### src/timer_pkg.sv
// constants and carriers for the pwm / free-running timer channel
package timer_pkg;
  // ==========================================
  // register map
  localparam logic [7:0]  CTRL_OFF      = 8'h00;
  localparam logic [7:0]  OPT_OFF       = 8'h04;
  localparam logic [7:0]  IOC1_OFF      = 8'h08;
  localparam logic [7:0]  FLAG_CLR_OFF  = 8'h0c;
  localparam logic [7:0]  CCR0_OFF      = 8'h10;
  localparam logic [7:0]  CCR1_OFF      = 8'h14;
  localparam logic [7:0]  CNT_OFF       = 8'h18;
  // ==========================================
  // fields and values
  localparam int          CTRL_RUN_BIT  = 0;
  localparam int          CTRL_MODE_LSB = 1;
  localparam int          OPT_WRAP_BIT  = 7;
  localparam int          CLR_WRAP_BIT  = 0;
  localparam logic [2:0]  MODE_PWM      = 3'h4;
  localparam logic [2:0]  MODE_FREE     = 3'h5;
  localparam logic [15:0] CNT_IDLE      = 16'hffff;
  localparam logic [15:0] CNT_ZERO      = 16'h0000;
  localparam logic [15:0] CCR_RESET     = 16'h0000;
  localparam logic [1:0]  RESP_OKAY     = 2'h0;
  localparam logic [1:0]  RESP_SLVERR   = 2'h2;
  localparam logic [1:0]  EDGE_RISE     = 2'h1;
  localparam logic [1:0]  EDGE_FALL     = 2'h2;
  localparam logic [1:0]  EDGE_BOTH     = 2'h3;
  // ==========================================
  // bus carriers
  typedef struct packed {
    logic        awvalid;
    logic [7:0]  awaddr;
    logic        wvalid;
    logic [31:0] wdata;
    logic [3:0]  wstrb;
    logic        bready;
    logic        arvalid;
    logic [7:0]  araddr;
    logic        rready;
  } axi_req_t;
  typedef struct packed {
    logic        awready;
    logic        wready;
    logic        bvalid;
    logic [1:0]  bresp;
    logic        arready;
    logic        rvalid;
    logic [31:0] rdata;
    logic [1:0]  rresp;
  } axi_rsp_t;
endpackage : timer_pkg

### src/timer_pwm_free.sv
// timer channel with pwm and free-running modes behind an axi4-lite slave
`timescale 1ns/10ps
module timer_pwm_free (
  // clock and reset
  input  wire logic                 i_ref_clk,
  input  wire logic                 i_rst_n,
  // register bus
  input  wire timer_pkg::axi_req_t  i_axi,
  output timer_pkg::axi_rsp_t       o_axi,
  // board side
  input  wire logic [1:0]           i_capture_in,
  output logic [1:0]                o_timer_out,
  output logic [1:0]                o_match_irq,
  output logic                      o_overflow_irq
);
  // ==========================================
  // state
  logic        awready_reg;
  logic        wready_reg;
  logic        bvalid_reg;
  logic [1:0]  bresp_reg;
  logic        arready_reg;
  logic        rvalid_reg;
  logic [31:0] rdata_reg;
  logic [1:0]  rresp_reg;
  logic [7:0]  awaddr_reg;
  logic [31:0] wdata_reg;
  logic [3:0]  wstrb_reg;
  logic        run_reg;
  logic [2:0]  mode_reg;
  logic [1:0]  ccs_reg;
  logic [3:0]  edge_sel_reg;
  logic [15:0] ccr_reg [2];
  logic [15:0] period_sh_reg;
  logic [15:0] duty_sh_reg;
  logic        pending_reg;
  logic [15:0] cnt_reg;
  logic        started_reg;
  logic        wrap_reg;
  logic [1:0]  out_reg;
  logic [1:0]  irq_reg;
  logic        ovf_irq_reg;
  logic [1:0]  cap_prev_reg;
  // ==========================================
  // decode
  logic        wr_fire;
  logic        wr_hit;
  logic        clr_wr;
  logic [1:0]  ccr_wr;
  logic [1:0]  cap_ev;
  logic        pwm_act;
  logic        free_act;
  logic        pwm_clear;
  logic        free_wrap;
  logic        reload;
  logic [15:0] cnt_next;
  logic [15:0] period_next;
  logic [15:0] duty_next;
  logic [31:0] rd_mux;
  logic        rd_hit;

  assign o_axi = '{awready: awready_reg, wready: wready_reg, bvalid: bvalid_reg,
                   bresp: bresp_reg, arready: arready_reg, rvalid: rvalid_reg,
                   rdata: rdata_reg, rresp: rresp_reg};
  assign o_timer_out    = out_reg;
  assign o_match_irq    = irq_reg;
  assign o_overflow_irq = ovf_irq_reg;

  assign wr_fire = !awready_reg && !wready_reg && !bvalid_reg;
  assign wr_hit  = awaddr_reg inside {timer_pkg::CTRL_OFF, timer_pkg::OPT_OFF,
                   timer_pkg::IOC1_OFF, timer_pkg::FLAG_CLR_OFF, timer_pkg::CCR0_OFF,
                   timer_pkg::CCR1_OFF, timer_pkg::CNT_OFF};
  assign clr_wr  = wr_fire && awaddr_reg == timer_pkg::FLAG_CLR_OFF && wstrb_reg[0]
                   && wdata_reg[timer_pkg::CLR_WRAP_BIT];
  assign ccr_wr[0] = wr_fire && awaddr_reg == timer_pkg::CCR0_OFF;
  assign ccr_wr[1] = wr_fire && awaddr_reg == timer_pkg::CCR1_OFF;

  // ==========================================
  // write channel
  always_ff @(posedge i_ref_clk or negedge i_rst_n) begin
    if (!i_rst_n) begin
      awready_reg <= 1'b1;
      wready_reg  <= 1'b1;
      awaddr_reg  <= 8'h00;
      wdata_reg   <= 32'h0000_0000;
      wstrb_reg   <= 4'h0;
      bvalid_reg  <= 1'b0;
      bresp_reg   <= timer_pkg::RESP_OKAY;
    end else begin
      if (i_axi.awvalid && awready_reg) begin
        awready_reg <= 1'b0;
        awaddr_reg  <= {i_axi.awaddr[7:2], 2'b00};
      end
      if (i_axi.wvalid && wready_reg) begin
        wready_reg <= 1'b0;
        wdata_reg  <= i_axi.wdata;
        wstrb_reg  <= i_axi.wstrb;
      end
      if (wr_fire) begin
        bvalid_reg <= 1'b1;
        bresp_reg  <= wr_hit ? timer_pkg::RESP_OKAY : timer_pkg::RESP_SLVERR;
      end else if (bvalid_reg && i_axi.bready) begin
        bvalid_reg  <= 1'b0;
        awready_reg <= 1'b1;
        wready_reg  <= 1'b1;
      end
    end
  end

  // ==========================================
  // read channel
  always_comb begin
    rd_hit = 1'b1;
    case ({i_axi.araddr[7:2], 2'b00})
      timer_pkg::CTRL_OFF:     rd_mux = {28'h0, mode_reg, run_reg};
      timer_pkg::OPT_OFF:      rd_mux = {24'h0, wrap_reg, 5'h00, ccs_reg};
      timer_pkg::IOC1_OFF:     rd_mux = {28'h0, edge_sel_reg};
      timer_pkg::FLAG_CLR_OFF: rd_mux = 32'h0000_0000;
      timer_pkg::CCR0_OFF:     rd_mux = {16'h0, ccr_reg[0]};
      timer_pkg::CCR1_OFF:     rd_mux = {16'h0, ccr_reg[1]};
      timer_pkg::CNT_OFF:      rd_mux = {16'h0, cnt_reg};
      default: begin
        rd_mux = 32'h0000_0000;
        rd_hit = 1'b0;
      end
    endcase
  end

  always_ff @(posedge i_ref_clk or negedge i_rst_n) begin
    if (!i_rst_n) begin
      arready_reg <= 1'b1;
      rvalid_reg  <= 1'b0;
      rdata_reg   <= 32'h0000_0000;
      rresp_reg   <= timer_pkg::RESP_OKAY;
    end else if (i_axi.arvalid && arready_reg) begin
      arready_reg <= 1'b0;
      rvalid_reg  <= 1'b1;
      rdata_reg   <= rd_mux;
      rresp_reg   <= rd_hit ? timer_pkg::RESP_OKAY : timer_pkg::RESP_SLVERR;
    end else if (rvalid_reg && i_axi.rready) begin
      rvalid_reg  <= 1'b0;
      arready_reg <= 1'b1;
    end
  end

  // ==========================================
  // control registers
  always_ff @(posedge i_ref_clk or negedge i_rst_n) begin
    if (!i_rst_n) begin
      run_reg      <= 1'b0;
      mode_reg     <= 3'h0;
      ccs_reg      <= 2'h0;
      edge_sel_reg <= 4'h0;
    end else if (wr_fire && wstrb_reg[0]) begin
      if (awaddr_reg == timer_pkg::CTRL_OFF) begin
        run_reg  <= wdata_reg[timer_pkg::CTRL_RUN_BIT];
        mode_reg <= wdata_reg[timer_pkg::CTRL_MODE_LSB +: 3];
      end
      if (awaddr_reg == timer_pkg::OPT_OFF) begin
        ccs_reg <= wdata_reg[1:0];
      end
      if (awaddr_reg == timer_pkg::IOC1_OFF) begin
        edge_sel_reg <= wdata_reg[3:0];
      end
    end
  end

  // ==========================================
  // counter control
  assign pwm_act   = run_reg && mode_reg == timer_pkg::MODE_PWM;
  assign free_act  = run_reg && mode_reg == timer_pkg::MODE_FREE;
  assign pwm_clear = pwm_act && (!started_reg || cnt_reg == period_sh_reg);
  assign free_wrap = free_act && started_reg && cnt_reg == timer_pkg::CNT_IDLE;
  assign reload    = pwm_clear && (!started_reg || pending_reg);

  always_comb begin
    if (!(pwm_act || free_act)) begin
      cnt_next = timer_pkg::CNT_IDLE;
    end else if (!started_reg || pwm_clear) begin
      cnt_next = timer_pkg::CNT_ZERO;
    end else begin
      cnt_next = 16'(cnt_reg + 16'h0001);
    end
  end

  assign period_next = reload ? ccr_reg[0] : period_sh_reg;
  assign duty_next   = reload ? ccr_reg[1] : duty_sh_reg;

  always_ff @(posedge i_ref_clk or negedge i_rst_n) begin
    if (!i_rst_n) begin
      cnt_reg     <= timer_pkg::CNT_IDLE;
      started_reg <= 1'b0;
    end else begin
      cnt_reg     <= cnt_next;
      started_reg <= pwm_act || free_act;
    end
  end

  // ==========================================
  // pwm shadows
  always_ff @(posedge i_ref_clk or negedge i_rst_n) begin
    if (!i_rst_n) begin
      period_sh_reg <= timer_pkg::CCR_RESET;
      duty_sh_reg   <= timer_pkg::CCR_RESET;
      pending_reg   <= 1'b0;
    end else begin
      period_sh_reg <= period_next;
      duty_sh_reg   <= duty_next;
      if (ccr_wr[1]) begin
        pending_reg <= 1'b1;
      end else if (reload) begin
        pending_reg <= 1'b0;
      end
    end
  end

  // ==========================================
  // wrap flag
  always_ff @(posedge i_ref_clk or negedge i_rst_n) begin
    if (!i_rst_n) begin
      wrap_reg <= 1'b0;
    end else if (free_wrap) begin
      wrap_reg <= 1'b1;
    end else if (clr_wr) begin
      wrap_reg <= 1'b0;
    end
  end

  // ==========================================
  // per channel compare / capture registers
  always_ff @(posedge i_ref_clk or negedge i_rst_n) begin
    if (!i_rst_n) begin
      cap_prev_reg <= 2'h0;
    end else begin
      cap_prev_reg <= i_capture_in;
    end
  end

  for (genvar n = 0; n < 2; n++) begin : g_chan
    logic [1:0] esel;
    logic       edge_seen;
    assign esel = edge_sel_reg[2*n +: 2];
    assign edge_seen = (esel == timer_pkg::EDGE_RISE && i_capture_in[n] && !cap_prev_reg[n])
                    || (esel == timer_pkg::EDGE_FALL && !i_capture_in[n] && cap_prev_reg[n])
                    || (esel == timer_pkg::EDGE_BOTH && i_capture_in[n] != cap_prev_reg[n]);
    // capture only in free-run, so io control 1 is ignored in pwm
    assign cap_ev[n] = free_act && started_reg && ccs_reg[n] && edge_seen;

    always_ff @(posedge i_ref_clk or negedge i_rst_n) begin
      if (!i_rst_n) begin
        ccr_reg[n] <= timer_pkg::CCR_RESET;
      end else if (cap_ev[n]) begin
        ccr_reg[n] <= cnt_reg;
      end else if (ccr_wr[n]) begin
        if (wstrb_reg[0]) begin
          ccr_reg[n][7:0] <= wdata_reg[7:0];
        end
        if (wstrb_reg[1]) begin
          ccr_reg[n][15:8] <= wdata_reg[15:8];
        end
      end
    end
  end

  // ==========================================
  // output pins and event pulses
  always_ff @(posedge i_ref_clk or negedge i_rst_n) begin
    if (!i_rst_n) begin
      out_reg     <= 2'h0;
      irq_reg     <= 2'h0;
      ovf_irq_reg <= 1'b0;
    end else if (pwm_act) begin
      out_reg[1]  <= cnt_next < duty_next;
      if (pwm_clear) begin
        out_reg[0] <= !out_reg[0];
      end
      irq_reg[0]  <= pwm_clear && started_reg;
      irq_reg[1]  <= cnt_next == duty_next;
      ovf_irq_reg <= 1'b0;
    end else if (free_act) begin
      for (int k = 0; k < 2; k++) begin
        if (!started_reg) begin
          out_reg[k] <= !out_reg[k];
          irq_reg[k] <= 1'b0;
        end else if (!ccs_reg[k]) begin
          irq_reg[k] <= cnt_reg == ccr_reg[k];
          if (cnt_reg == ccr_reg[k]) begin
            out_reg[k] <= !out_reg[k];
          end
        end else begin
          irq_reg[k] <= cap_ev[k];
        end
      end
      ovf_irq_reg <= free_wrap;
    end else begin
      out_reg     <= 2'h0;
      irq_reg     <= 2'h0;
      ovf_irq_reg <= 1'b0;
    end
  end
endmodule : timer_pwm_free

### config.mk
export PLATFORM = sky130hd
export DESIGN_NAME = timer_pwm_free
export DESIGN_NICKNAME = d
export VERILOG_FILES = /design/src/timer_pkg.sv /design/src/timer_pwm_free.sv
export SDC_FILE = /design/constraint.sdc
export NUM_CORES = 1
export LEC_CHECK = 0
export ABC_AREA = 1
export BUFFER_PORTS_ARGS = -buffer_cell sky130_fd_sc_hd__buf_2
export CORE_ASPECT_RATIO = 1.25
export CORE_MARGIN = 2
export CORE_UTILIZATION = 40
export DETAILED_ROUTE_END_ITERATION = 7
export MAX_ROUTING_LAYER = met4
export PLACE_DENSITY_LB_ADDON = 0.15
export REMOVE_ABC_BUFFERS = 1
export SYNTH_ARGS = -nofsm -noshare
export SYNTH_HDL_FRONTEND = slang
export SYNTH_SLANG_ARGS = --single-unit
### constraint.sdc
create_clock -name i_ref_clk -period 2.94 [get_ports i_ref_clk]
set_input_delay 0.588 -clock i_ref_clk [delete_from_list [all_inputs] [get_ports i_ref_clk]]
set_output_delay 0.588 -clock i_ref_clk [all_outputs]
set_load 0.02 [all_outputs]
======== Word level (Yosys, flattened, before mapping) ========
Cells that the tools add are included.
storage, ports and cells
  flip-flop bits (word level) ............. 165
  output and inout bits ................... 46
  word-level logic and storage cells ...... 185
  bits of input ports ..................... 61
cells by class
  add/subtract/negate cells ............... 1
  magnitude comparators ................... 1
  reduce and logical (&&, ||, !) cells .... 75
  mux-type cells .......................... 46
  equal/unequal tests ..................... 32
operator list
  cell                                                                     count
  16-bit two-way mux                                                       7
  16-bit case mux with 6 select lines                                      1
  16-bit equality test                                                     4
  6-bit by 3-bit equality test with 1-bit output, second input constant    6
  1-bit logical AND                                                        34
  1-bit two-way mux                                                        30
  6-bit by 2-bit equality test with 1-bit output, second input constant    4
  2-bit nonzero test                                                       10
  16-bit by 1-bit adder with 16-bit output, second input constant          1
  16-bit equality test, second input constant                              1
  16-bit < comparator                                                      1
  8-bit two-way mux                                                        2
  2-bit AND reduction                                                      8
  6-bit by 1-bit equality test with 1-bit output, second input constant    2
  2-bit two-way mux                                                        6
  1-bit zero test                                                          10
  2-bit equality test, second input constant                               4
  8-bit zero test                                                          1
  1-bit logical OR                                                         8
  4-bit by 3-bit inequality test with 1-bit output, second input constant  2
  4-bit inequality test, second input constant                             2
  7-bit nonzero test                                                       1
  7-bit OR reduction                                                       1
  3-bit equality test, second input constant                               2
  other kinds (5)                                                          7

======== Longest topological paths before layout ========
  depth in word-level cells ............... 10
  gate-level depth with buffers ........... 25
  mapped depth without buffers ............ 22

======== Worst setup path before layout ========
OpenSTA, ideal clock, no wires.
  kind .................................... flip-flop to flip-flop
  start ................................... register cnt_reg[9]
  end ..................................... register out_reg[1], in the netlist o_timer_out[1]
  buffers on the path ..................... 3
  arrival time ............................ 2495 ps
  library setup time ...................... 117 ps
  period minus slack after synthesis ...... 2612 ps
  path slack .............................. 328 ps
  cell stages (with the launch flop) ...... 25
  required time ........................... 2823 ps
  cells stage by stage .................... dfstp_2 -> buf_4 -> inv_2 -> nand2_1 -> nand2_1 -> nor2_1 -> nand2_1 -> nor2_2 -> nand2_1 -> nand2_2 -> nand3_2 -> buf_6 -> buf_6 -> nand2_1 -> o21ai_2 -> ha_1 -> nand2_1 -> o21ai_0 -> nand2_1 -> nand3_1 -> nand2_1 -> nand2_1 -> nand2_1 -> nand2_1 -> nand2_1
on the way
  longest elaborated chain between the ends .. 8
  elaborated cells on any way between the ends .. 14
  classes of those cells .................. 1 x add/sub; 1 x order compare; 3 x eq/ne; 4 x mux; 5 x reduce/logical
RTL lines
  element                                                                                           RTL line               source
  from (decl)                                                                                       timer_pwm_free.sv:37   logic [15:0] cnt_reg;
  from (signal assigned)                                                                            timer_pwm_free.sv:191  cnt_reg <= timer_pkg::CNT_IDLE;
  from (signal assigned)                                                                            timer_pwm_free.sv:194  cnt_reg <= cnt_next;
  parallel branches: the longest is 8 deep, another holds 16-bit by 1-bit adder with 16-bit output  --
  to (signal assigned)                                                                              timer_pwm_free.sv:273  out_reg[1] <= cnt_next < duty_next;
  to (signal, indexed assignment)                                                                   timer_pwm_free.sv:283  out_reg[k] <= !out_reg[k];
  to (signal, indexed assignment)                                                                   timer_pwm_free.sv:288  out_reg[k] <= !out_reg[k];
  to (decl)                                                                                         timer_pwm_free.sv:40   logic [1:0] out_reg;
Parallel ways; which one is timed is not known.
A chain may end at the register's enable or synchronous reset.

======== Worst setup path in the final report ========
  start ................................... register cnt_reg[1]
  end ..................................... register out_reg[1], in the netlist o_timer_out[1]
on the way
  elaborated cells on any way between the ends .. 14
  classes of those cells .................. 1 x add/sub; 1 x order compare; 3 x eq/ne; 4 x mux; 5 x reduce/logical
RTL lines
  element               RTL line               source
  16-bit equality test  timer_pwm_free.sv:172  assign pwm_clear = pwm_act && (!started_reg || cnt_reg == period_sh_reg);
  1-bit logical OR      timer_pwm_free.sv:172
  1-bit logical AND     timer_pwm_free.sv:172
  1-bit logical AND     timer_pwm_free.sv:174  assign reload = pwm_clear && (!started_reg || pending_reg);
  16-bit two-way mux    timer_pwm_free.sv:187  assign duty_next = reload ? ccr_reg[1] : duty_sh_reg;
  via duty_next[0]      timer_pwm_free.sv:58   logic [15:0] duty_next;
  16-bit < comparator   timer_pwm_free.sv:273
  2-bit two-way mux     timer_pwm_free.sv:272  end else if (pwm_act) begin
The timed path passes the listed nets, and every way through them passes these cells.

==> reports/metrics.yaml <==
outcome: "finished clean"
die_area_sq_mm: 0.0215
synth_edf_count: 0
cts_hold_buffers: 0
crit_type: "reg2reg"
path_max_fanout: 6
area_growth_pct: 22.2
clock_skew_ps: 8.88
multi_input_area_sq_mm: 0.00367
nets: 1255
register_area_sq_mm: 0.00370
synthDistinctLibCells: 34
core_area_sq_mm: 0.0200
hold_viol: 0
timing.final.crit_share: 0.994
gp_congestion: 0.918
setup_viol: 0
fillers: 2003
worstPathArrival_ps: 3290
synth_xor_xnor_area_share: 0.0194
layout_common_cells: "290 x nand2_1, 128 x dfrtp_1, 116 x inv_1"
die_w_microns: 132
peakVddDrop_v: 0.000394
cpPeakStageDelay_ps: 590
final_cell_count_no_fill: 1459
finalCriticalPeriod_ps: 2920
cp_top_family: "simple AND/OR/NAND/NOR gates"
maxSlewViolCount: 0
final_layout_size_suffix_gt1_frac: 0.228
critPathBufInv: 4
drc: 0
grt_max_degree: 60
dp_hpwl_microns: 17300
cts_tree: "done"
grt_pass1_wl_microns: 37500
async_flop_share: 1.00
placedCellCount: 1410
rows: 58
dr_total_vias: 7230
max_freq_ghz: 0.342
synth_mux_area_frac: 0.00553
grt_use_total: 0.235
synth_top_cell_area_share: 0.393
synthCells: 1045
syn_avg_cell_area_sq_um: 7.79
grt_pass1_vias: 6789
min_path_type: "in2async"
cts.clk_slew.worst_paths_ps: 60
dieHeight_microns: 164
synth_top_family_by_area: "simple AND/OR/NAND/NOR gates"
ant_nets: 0
worstPathCellList: "inv_2 -> nand2_1 -> nand2_1 -> nor2_2 -> nand2_1 -> nor2_2 -> nand2_2 -> nand2_2 -> nand3_4 -> buf_12 -> buf_8 -> o21ai_4 -> ha_2 -> inv_2 -> a21oi_2 -> o21ai_2 -> nand2_1 -> nand3_2 -> nand2_1 -> nand2_1 -> nand2_1 -> nand2_1 -> nand2_1"
cts_max_level: 4
synth_area_leaders: "dfrtp_1 39%, nand2_1 14%, dfstp_2 6.1%"
drt_pre_antenna_iters: 7
antenna_found_initial: 0
rsz0062_at_grt: "true"
worst_slew_pin_slew_ps: 671
synth_largest_area_cell: "dfrtp_1"
ys_seq_elements: 147
cts_buffer_depth: 2
finalPower_mw: 6.56
io_pins: 107
final_common_cell: "nand2_1"
leakagePower_nw: 4.97
crit_path_frequent_cell: "nand2_1"
drv_cap: 0
viasPerCell: 4.96
grt_overflow: 0
slowest_stage: "dfstp_2"
cellPowerDensity_mw_per_mm2: 659
crit_path_end_kind: "register"
antenna_cells: 0
clock_latency_ps: 430
whs_ps: 135
cts_made_buffers: 17
largest_reg_flops: 32
wl_per_cell_microns: 16.7
drt_wl_total_microns: 24400
root_buffer: "clkbuf_16"
io_buffer_count: 66
ys_seq_area_frac: 0.455
start_util: 0.407
synth_ff_type: "dfrtp_1"
synth_compound_area_frac: 0.160
cts_sinks: 147
cp-start-kind: "register"
synthSimpleGateAreaFrac: 0.220
cp.required_ps: 3310
syn-cell-area_sq_mm: 0.00814
yosysWarnings: 0
drt-initial-drc-count: 572
slew_headroom: 0.552
synthAdderAreaFrac: 0.0261
[metal layers]
metal	global-route usage	part of all wire	wire, microns
met4	0.0875	0.023	570
met5	-	0	0
met3	0.0298	0.044	1080
met2	0.397	0.50	12200
met1	0.291	0.43	10600
[worst register-to-register path: cells and delay by family (launching register included)]
| family | cells | cell delay (ps) |
|---|---|---|
| AO/OA/AOI/OAI | 3 | 370 |
| adder cells (fa/ha/maj) | 1 | 200 |
| buffers and inverters | 4 | 410 |
| flip-flops | 1 | 590 |
| AND/OR/NAND/NOR | 15 | 1310 |
[synthesized netlist by cell type (2+ instances only)]
master / n
nand2_1: 295
dfrtp_1: 128
inv_1: 117
nor2_1: 82
o21ai_0: 67
a21oi_1: 48
buf_4: 38
nand3_1: 37
o211ai_1: 32
o21ai_1: 23
o22ai_1: 23
o21ai_2: 20
dfstp_2: 19
xor2_1: 18
ha_1: 17
clkbuf_1: 16
nand4_1: 15
inv_2: 12
nor3_1: 8
buf_6: 7
mux2_2: 4
buf_2: 3
nand3_2: 3
nand3b_1: 2
o221ai_1: 2
[cell type report]
class | count | area share
flip-flops and latches | 147 | 0.372
multi-input cells | 720 | 0.369
repair buffers | 161 | 0.120
inverters | 130 | 0.0491
clock buffers | 21 | 0.0443
well taps | 270 | 0.0340
clock inverters | 10 | 0.0113
[path summary, 6_finish.rpt]
path	endpoint	cells after the start	slack, ps	from
worst max-delay path	o_timer_out[1]	23	20	cnt_reg[1]
worst min-delay path	rdata_reg[2]	1	130	i_rst_n
worst max register to register	o_timer_out[1]	23	20	cnt_reg[1]
worst min register to register	rdata_reg[3]	2	470	rdata_reg[3]
max in group asynchronous	awready_reg	2	2050	i_rst_n
min in group i_ref_clk	cap_prev_reg[1]	1	290	i_capture_in[1]
[stage by stage]
stage	utilization	setup TNS, ps	area (sq um)	setup WS, ps
final	0.497	0	9950	17.5
after global routing	0.497	-211	9950	-162
after CTS	0.483	0	9670	11.5
after detailed placement	0.454	-102	9090	-59.1
after global placement	0.454	-90.8	9090	-63.7
after floorplan	-	-1330	7760	-702
[report_power, final]
part / total (mW) / switching [mW] / internal, mW
Clock: 2.12 / 0.879 / 1.24
Sequential: 2.82 / 0.318 / 2.50
Combinational: 1.62 / 1.09 / 0.533
Total: 6.56 / 2.28 / 4.27
[repair_timing]
item	in CTS	in global routing
buffers inserted	1	13
endpoints found under the hold margin	0	0
gates resized for setup	7	25
cloned	0	4
pin swaps	0	16
endpoints found under the setup margin	2	2
[kinds of logic (layout without fill, tap and decap cells)]
group                    count (synthesis)  in the layout
AND/OR/NAND/NOR                        444            444
AO/OA/AOI/OAI                          219            219
buffers and inverters                  195            322
flip-flops                             147            147
XOR/XNOR                                18             18
adder cells (fa/ha/maj)                 17             17
multiplexers                             4              4
other                                    1             18
Note: power is estimated with default switching activity, not from simulation.
